==> src/cspu_defines.vh <==
// Offsets, field positions, reset values and timing counts of the power-up sequencer
`ifndef CSPU_DEFINES_VH
`define CSPU_DEFINES_VH

// ****************************
// Register offsets
// ****************************
`define CSPU_ADDR_MODE_CTRL 16'h0100
`define CSPU_ADDR_SOFT_RESET 16'h0103
`define CSPU_ADDR_REF_FREQ_HI 16'h0136
`define CSPU_ADDR_REF_FREQ_LO 16'h0137
`define CSPU_ADDR_INTEG_HI 16'h0202
`define CSPU_ADDR_INTEG_LO 16'h0203
`define CSPU_ADDR_STATUS 16'h0018

// ****************************
// Field values and positions
// ****************************
`define CSPU_MODE_STREAM 8'h01
`define CSPU_MODE_STANDBY 8'h00
`define CSPU_SOFT_RESET_CMD 8'h01
`define CSPU_STAT_LOCK_BIT 0
`define CSPU_STAT_STREAM_BIT 1
`define CSPU_STAT_REF_BIT 2

// ****************************
// Reset values
// ****************************
`define CSPU_MODE_RESET 8'h00
`define CSPU_REF_FREQ_RESET 16'h0000
`define CSPU_INTEG_RESET 16'h0010

// ****************************
// Reference clock range and timing
// ****************************
`define CSPU_REF_MIN_MHZ 16'h0006
`define CSPU_REF_MAX_MHZ 16'h001b
`define CSPU_CLK_MHZ 100
`define CSPU_LOCK_TIME_US 1000
`define CSPU_FIXED_DELAY_US 1
`define CSPU_LINE_CYCLES 100
`define CSPU_REF_IDLE_CYCLES 8'h20

`endif

==> src/cspu_timer.v <==
// Loadable down counter giving a one-cycle pulse when it expires
`timescale 1ns/1ps
module cspu_timer #(
    parameter W = 32
) (
    input wire clk_i,
    input wire rst_n_i,
    input wire clear_i,
    input wire load_i,
    input wire [W-1:0] load_val_i,
    output reg done_o,
    output wire busy_o
);

    reg [W-1:0] count_reg;
    reg running_reg;

    assign busy_o = running_reg;

    always @(posedge clk_i or negedge rst_n_i) begin
        if (!rst_n_i) begin
            count_reg <= {W{1'b0}};
            running_reg <= 1'b0;
            done_o <= 1'b0;
        end else if (clear_i) begin
            count_reg <= {W{1'b0}};
            running_reg <= 1'b0;
            done_o <= 1'b0;
        end else if (load_i) begin
            count_reg <= load_val_i;
            running_reg <= 1'b1;
            done_o <= 1'b0;
        end else if (running_reg) begin
            // Expiry counted as load value cycles, never less than one
            if (count_reg <= {{(W-1){1'b0}}, 1'b1}) begin
                running_reg <= 1'b0;
                done_o <= 1'b1;
            end else begin
                count_reg <= count_reg - {{(W-1){1'b0}}, 1'b1};
                done_o <= 1'b0;
            end
        end else begin
            done_o <= 1'b0;
        end
    end

endmodule // cspu_timer

==> src/cspu_sequencer.v <==
// Power-up, clock bring-up and streaming sequencer of the image sensor device
`timescale 1ns/1ps
`include "cspu_defines.vh"
module cspu_sequencer #(
    parameter LOCK_CYCLES = `CSPU_LOCK_TIME_US * `CSPU_CLK_MHZ,
    parameter FIXED_CYCLES = `CSPU_FIXED_DELAY_US * `CSPU_CLK_MHZ,
    parameter LINE_CYCLES = `CSPU_LINE_CYCLES
) (
    input wire SYS_CLK_I,
    input wire RST_N_I,
    input wire SHUTDOWN_N_I,
    input wire REF_CLK_I,
    input wire REG_WR_I,
    input wire REG_RD_I,
    input wire [15:0] REG_ADDR_I,
    input wire [7:0] REG_WDATA_I,
    output reg [7:0] REG_RDATA_O,
    output reg REG_RVALID_O,
    output wire PORT_READY_O,
    output reg PLL_LOCKED_O,
    output reg STREAMING_O,
    output reg FRAME_START_O
);

    // ****************************
    // States
    // ****************************
    localparam [1:0] ST_HW_STBY = 2'b00;
    localparam [1:0] ST_SW_STBY = 2'b01;
    localparam [1:0] ST_FRAME_WAIT = 2'b10;
    localparam [1:0] ST_STREAM = 2'b11;

    function hit;
        input [15:0] addr;
        input [15:0] target;
        begin
            hit = (addr == target);
        end
    endfunction

    reg [1:0] state_reg;
    reg [1:0] state_next;
    reg [7:0] mode_reg;
    reg [15:0] ref_freq_reg;
    reg [15:0] integ_reg;
    reg ref_d_reg;
    reg [7:0] ref_idle_reg;
    reg ref_active_reg;
    reg [31:0] lock_cnt_reg;

    wire port_on;
    wire wr_ok;
    wire soft_reset;
    wire ref_edge;
    wire freq_ok;
    wire freq_write;
    wire pll_enable;
    wire frame_done;
    wire [31:0] frame_delay;
    wire [31:0] integ_cycles;

    // ****************************
    // Control port gating
    // ****************************
    // Port is dead in hardware standby; no write can land there
    assign port_on = SHUTDOWN_N_I;
    assign PORT_READY_O = port_on;
    assign wr_ok = REG_WR_I & port_on;
    assign soft_reset = wr_ok & hit(REG_ADDR_I, `CSPU_ADDR_SOFT_RESET)
        & (REG_WDATA_I == `CSPU_SOFT_RESET_CMD);
    assign freq_write = wr_ok & (hit(REG_ADDR_I, `CSPU_ADDR_REF_FREQ_HI)
        | hit(REG_ADDR_I, `CSPU_ADDR_REF_FREQ_LO));

    // ****************************
    // Register map
    // ****************************
    always @(posedge SYS_CLK_I or negedge RST_N_I) begin
        if (!RST_N_I) begin
            mode_reg <= `CSPU_MODE_RESET;
            ref_freq_reg <= `CSPU_REF_FREQ_RESET;
            integ_reg <= `CSPU_INTEG_RESET;
        end else if (!SHUTDOWN_N_I || soft_reset) begin
            mode_reg <= `CSPU_MODE_RESET;
            ref_freq_reg <= `CSPU_REF_FREQ_RESET;
            integ_reg <= `CSPU_INTEG_RESET;
        end else if (wr_ok) begin
            if (hit(REG_ADDR_I, `CSPU_ADDR_MODE_CTRL)) begin
                mode_reg <= REG_WDATA_I;
            end
            if (hit(REG_ADDR_I, `CSPU_ADDR_REF_FREQ_HI)) begin
                ref_freq_reg[15:8] <= REG_WDATA_I;
            end
            if (hit(REG_ADDR_I, `CSPU_ADDR_REF_FREQ_LO)) begin
                ref_freq_reg[7:0] <= REG_WDATA_I;
            end
            if (hit(REG_ADDR_I, `CSPU_ADDR_INTEG_HI)) begin
                integ_reg[15:8] <= REG_WDATA_I;
            end
            if (hit(REG_ADDR_I, `CSPU_ADDR_INTEG_LO)) begin
                integ_reg[7:0] <= REG_WDATA_I;
            end
        end
    end

    always @(posedge SYS_CLK_I or negedge RST_N_I) begin
        if (!RST_N_I) begin
            REG_RDATA_O <= 8'h00;
            REG_RVALID_O <= 1'b0;
        end else begin
            REG_RVALID_O <= REG_RD_I & port_on;
            if (REG_RD_I && port_on) begin
                if (hit(REG_ADDR_I, `CSPU_ADDR_MODE_CTRL)) begin
                    REG_RDATA_O <= mode_reg;
                end else if (hit(REG_ADDR_I, `CSPU_ADDR_REF_FREQ_HI)) begin
                    REG_RDATA_O <= ref_freq_reg[15:8];
                end else if (hit(REG_ADDR_I, `CSPU_ADDR_REF_FREQ_LO)) begin
                    REG_RDATA_O <= ref_freq_reg[7:0];
                end else if (hit(REG_ADDR_I, `CSPU_ADDR_INTEG_HI)) begin
                    REG_RDATA_O <= integ_reg[15:8];
                end else if (hit(REG_ADDR_I, `CSPU_ADDR_INTEG_LO)) begin
                    REG_RDATA_O <= integ_reg[7:0];
                end else if (hit(REG_ADDR_I, `CSPU_ADDR_STATUS)) begin
                    REG_RDATA_O <= {5'h00, ref_active_reg, STREAMING_O, PLL_LOCKED_O};
                end else begin
                    REG_RDATA_O <= 8'h00;
                end
            end
        end
    end

    // ****************************
    // Reference clock watch
    // ****************************
    // Reference may be parked low until standby or run free; lock counts until 32 cycles pass without a rising edge
    assign ref_edge = REF_CLK_I & ~ref_d_reg;

    always @(posedge SYS_CLK_I or negedge RST_N_I) begin
        if (!RST_N_I) begin
            ref_d_reg <= 1'b0;
            ref_idle_reg <= 8'h00;
            ref_active_reg <= 1'b0;
        end else begin
            ref_d_reg <= REF_CLK_I;
            if (ref_edge) begin
                ref_idle_reg <= 8'h00;
                ref_active_reg <= 1'b1;
            end else if (ref_idle_reg >= `CSPU_REF_IDLE_CYCLES) begin
                ref_active_reg <= 1'b0;
            end else begin
                ref_idle_reg <= ref_idle_reg + 8'h01;
            end
        end
    end

    // ****************************
    // PLL lock model
    // ****************************
    assign freq_ok = (ref_freq_reg >= `CSPU_REF_MIN_MHZ) && (ref_freq_reg <= `CSPU_REF_MAX_MHZ);
    assign pll_enable = SHUTDOWN_N_I & ref_active_reg & freq_ok;

    always @(posedge SYS_CLK_I or negedge RST_N_I) begin
        if (!RST_N_I) begin
            lock_cnt_reg <= 32'h0;
            PLL_LOCKED_O <= 1'b0;
        end else if (!pll_enable || freq_write || soft_reset) begin
            // Retuning the reference restarts acquisition
            lock_cnt_reg <= 32'h0;
            PLL_LOCKED_O <= 1'b0;
        end else begin
            if (lock_cnt_reg >= LOCK_CYCLES - 1) begin
                PLL_LOCKED_O <= 1'b1;
            end else begin
                lock_cnt_reg <= lock_cnt_reg + 32'h1;
            end
        end
    end

    // ****************************
    // First frame delay
    // ****************************
    assign integ_cycles = {16'h0000, integ_reg} * LINE_CYCLES;
    assign frame_delay = FIXED_CYCLES + integ_cycles;

    cspu_timer #(
        .W(32)
    ) u_frame_timer (
        .clk_i(SYS_CLK_I),
        .rst_n_i(RST_N_I),
        // Cleared from the next state, so the load edge is not swallowed by the clear
        .clear_i(state_next != ST_FRAME_WAIT),
        .load_i((state_reg == ST_SW_STBY) && (state_next == ST_FRAME_WAIT)),
        .load_val_i(frame_delay),
        .done_o(frame_done),
        .busy_o()
    );

    // ****************************
    // Mode state machine
    // ****************************
    always @* begin
        state_next = state_reg;
        case (state_reg)
            ST_HW_STBY: begin
                if (SHUTDOWN_N_I) begin
                    state_next = ST_SW_STBY;
                end
            end
            ST_SW_STBY: begin
                // Streaming waits for lock, so a premature mode write just stays pending
                if (mode_reg == `CSPU_MODE_STREAM && PLL_LOCKED_O) begin
                    state_next = ST_FRAME_WAIT;
                end
            end
            ST_FRAME_WAIT: begin
                if (mode_reg != `CSPU_MODE_STREAM || !PLL_LOCKED_O) begin
                    state_next = ST_SW_STBY;
                end else if (frame_done) begin
                    state_next = ST_STREAM;
                end
            end
            ST_STREAM: begin
                if (mode_reg != `CSPU_MODE_STREAM || !PLL_LOCKED_O) begin
                    state_next = ST_SW_STBY;
                end
            end
            default: begin
                state_next = ST_HW_STBY;
            end
        endcase
        if (!SHUTDOWN_N_I) begin
            state_next = ST_HW_STBY;
        end else if (soft_reset && state_reg != ST_HW_STBY) begin
            state_next = ST_SW_STBY;
        end
    end

    always @(posedge SYS_CLK_I or negedge RST_N_I) begin
        if (!RST_N_I) begin
            state_reg <= ST_HW_STBY;
            STREAMING_O <= 1'b0;
            FRAME_START_O <= 1'b0;
        end else begin
            state_reg <= state_next;
            STREAMING_O <= (state_next == ST_STREAM);
            FRAME_START_O <= (state_reg == ST_FRAME_WAIT) && (state_next == ST_STREAM);
        end
    end

endmodule // cspu_sequencer

==> config.mk <==
export PLATFORM = sky130hd
export DESIGN_NAME = cspu_sequencer
export DESIGN_NICKNAME = d
export VERILOG_FILES = /design/src/cspu_timer.v /design/src/cspu_sequencer.v
export VERILOG_INCLUDE_DIRS = /design/src /design/src/src
export SDC_FILE = /design/constraint.sdc
export NUM_CORES = 1
export LEC_CHECK = 0
export ABC_CLOCK_PERIOD_IN_PS = 4200
export BUFFER_PORTS_ARGS = -buffer_cell sky130_fd_sc_hd__buf_2
export CORE_MARGIN = 5
export CORE_UTILIZATION = 56
export DETAILED_ROUTE_END_ITERATION = 16
export PLACE_DENSITY = 0.74
export SLEW_MARGIN = 10
export SYNTH_ARGS = -nofsm -noshare
export SYNTH_HDL_FRONTEND = slang
export SYNTH_SLANG_ARGS = --single-unit
export TNS_END_PERCENT = 30
==> constraint.sdc <==
create_clock -name SYS_CLK_I -period 4.2 [get_ports SYS_CLK_I]
set_input_delay 0.84 -clock SYS_CLK_I [delete_from_list [all_inputs] [get_ports SYS_CLK_I]]
set_output_delay 0.84 -clock SYS_CLK_I [all_outputs]
set_load 0.02 [all_outputs]
==> metrics.yaml <==
dp_hpwl_mm: 13.5
cts.sinks: 130
p_switching_mw: 0.710
yosys_warnings: 0
syn_nets: 999
crit_fanout: 5
antenna_found_initial: 0
maxCapViolations: 0
routabilityCongestion: 0.876
drt-total-wl_mm: 19.6
area_growth_pct: 15.7
syn_area_um2: 8210
path_buf_inv: 1
grt_max_degree: 82
hold_viol: 0
cp_data_required_time_ps: 4490
boundaryPins: 43
drt-initial-drc-count: 653
die_h_um: 131
synth_top_area_frac: 0.393
vdd_ir_drop_max_v: 0.000305
place_inst: 1117
cts_buffers: 17
cellPowerDensity_nw_per_um2: 313
synthFlopType: "dfrtp_1"
fin_area_um2: 9500
wl_per_cell_um: 17.0
crit_family: "adder cells"
critical_path_class: "flip-flop to flip-flop"
clock_tree.buffer_depth: 2
synth_cells: 901
max_stage_delay_ps: 550
ys_ff_latch: 130
final_core_util: 0.656
fin_ws_ps: 142
nFillCells: 1202
antenna_left: 0
status: "finished, final reports clean"
synth_top_cell_by_area: "dfrtp_1"
tightest_slew_ps: 841
ys_types: 77
slew_violations: 0
nNetsFinal: 1055
n_antenna_cell: 0
num_rows: 44
p_clk_frac: 0.516
synth.area.top_cells: "dfrtp_1, ha_1, nand2_1"
crit_arrival_ps: 4340
synth-seq-area-share: 0.396
p_leak_nw: 4.40
grt.total_usage: 0.234
start_kind: "flip-flop"
drive_gt1_frac: 0.158
crit_path_end_kind: "flip-flop"
cp_common_cell: "ha_1"
dr_total_vias: 6866
placed_area_um2: 8700
crit_path_cell_trace: "ha_1, ha_1, fa_1, ha_4, a211o_4, a31oi_4, buf_6, o311ai_4, nor4_4, nand3_2, nor4b_4, xnor2_1, o22ai_1"
p_int_mw: 2.26
yosysMostFrequentCell: "dfrtp_1"
max_freq_ghz: 0.246
power_frac_seq: 0.437
overflow: 0
synth_edf_count: 0
clock_latency_ps: 420
fin_tns_setup_ps: 0
slowest_stage: "fa_1"
clock_skew_ps: 7.57
port_buffers: 42
slew_headroom: 0.437
synth_commonest_cells: "dfrtp_1, nand2_1, nor2_1, inv_1, a21oi_1"
initial_core_util: 0.567
root_buffer: "clkbuf_16"
finalCriticalPeriod_ps: 4060
via_per_inst: 5.95
setup_viol: 0
async_flop_share: 1.00
htree_levels: 4
power_frac_comb: 0.047
core_um2: 14500
die_area_um2: 17200
avgSynthCellArea_um2: 9.11
hold_path_class: "primary input to async pin"
grt_pass1_wl_mm: 32.1
finalCritPeriodShare: 0.966
grt_pass1_vias: 6510
finalNonFillerCells: 1154
switching_share: 0.239
cts_tree: "done"
drc: 0
path_clk_slew_ps: 60
die_w_um: 131
pre_cts_slack_ps: 1.27
dr.pass1.iters: 6
## path summary, 6_finish.rpt
path,slack (ps),endpoint,from,cells after the start
max in group asynchronous,2880,lock_cnt_reg[6],RST_N_I,2
hold reg to reg,480,FRAME_START_O,state_reg[0],1
min in group SYS_CLK_I,480,FRAME_START_O,state_reg[0],1
setup / recovery,140,u_frame_timer.count_reg[21],integ_reg[3],13
hold / removal,450,u_frame_timer.count_reg[27],RST_N_I,1
setup reg to reg,140,u_frame_timer.count_reg[21],integ_reg[3],13
## cell usage in the layout, fill, tap and decap left out, types with 10 or more instances in the layout
cell type / Yosys / routed
a21oi_1: 63 / 63
a31oi_1: 11 / 11
and2_1: 15 / 15
and3_1: 13 / 13
buf_2: 7 / 41
buf_4: 1 / 27
clkbuf_16: 0 / 17
dfrtp_1: 129 / 126
fa_1: 11 / 10
ha_1: 57 / 49
inv_1: 64 / 64
nand2_1: 95 / 94
nand3_1: 56 / 56
nand4_1: 11 / 11
nor2_1: 82 / 82
nor3_1: 24 / 22
nor4_1: 17 / 17
o21ai_0: 20 / 19
xnor2_1: 34 / 34
xor2_1: 29 / 29
## power groups by stage
stage	clock (mW)	combinational [mW]	sequential, mW
2_1_floorplan	0	0.0557	1.33
3_3_place_gp	0	0.136	1.32
3_5_place_dp	0	0.139	1.32
4_1_cts	1.55	0.141	1.30
5_1_grt	1.61	0.156	1.30
6_report	1.53	0.138	1.30
## what timing repair did
| item | CTS | global route |
|---|---|---|
| setup endpoints to repair | 1 | 6 |
| resized for setup | 0 | 24 |
| gates cloned | 0 | 0 |
| pin swaps | 1 | 11 |
| hold buffers | 0 | 0 |
| buffers inserted | 0 | 5 |
## area by class of cell
type | instances | area [um^2] | area share
Clock buffer | 18 | 429 | 0.0452
Clock inverter | 14 | 181 | 0.0191
Inverter | 64 | 240 | 0.0253
Multi-Input combinational cell | 674 | 4730 | 0.498
Sequential cell | 130 | 3260 | 0.343
Tap cell | 184 | 230 | 0.0242
Timing Repair Buffer | 70 | 430 | 0.0453
## through the flow
| stage | power (mW) | hold WS [ps] |
|---|---|---|
| finish | 2.97 | 445 |
| global route | 3.07 | 502 |
| CTS | 2.99 | 470 |
| detailed placement | 1.46 | 466 |
| global placement | 1.46 | 466 |
| floorplan | 1.38 | 449 |
## per-layer routing
metal,vias up,routed length [um],track usage
met5,-,0,0
met4,0,550,0.0920
met3,49,1170,0.0535
met2,235,9290,0.357
met1,3284,8580,0.326
li1,3298,-,-
## kinds of logic (layout without fill, tap and decap cells)
logic type | Yosys count | count (layout) | synth area share
AND/OR/NAND/NOR | 368 | 368 | 0.229
AO/OA/AOI/OAI | 172 | 172 | 0.144
flip-flops | 130 | 130 | 0.396
buffers and inverters | 97 | 166 | 0.0460
adder cells (fa/ha/maj) | 68 | 68 | 0.114
XOR/XNOR | 63 | 63 | 0.0672
multiplexers | 3 | 3 | 0.00366
Note: power is estimated with default switching activity, not from simulation.
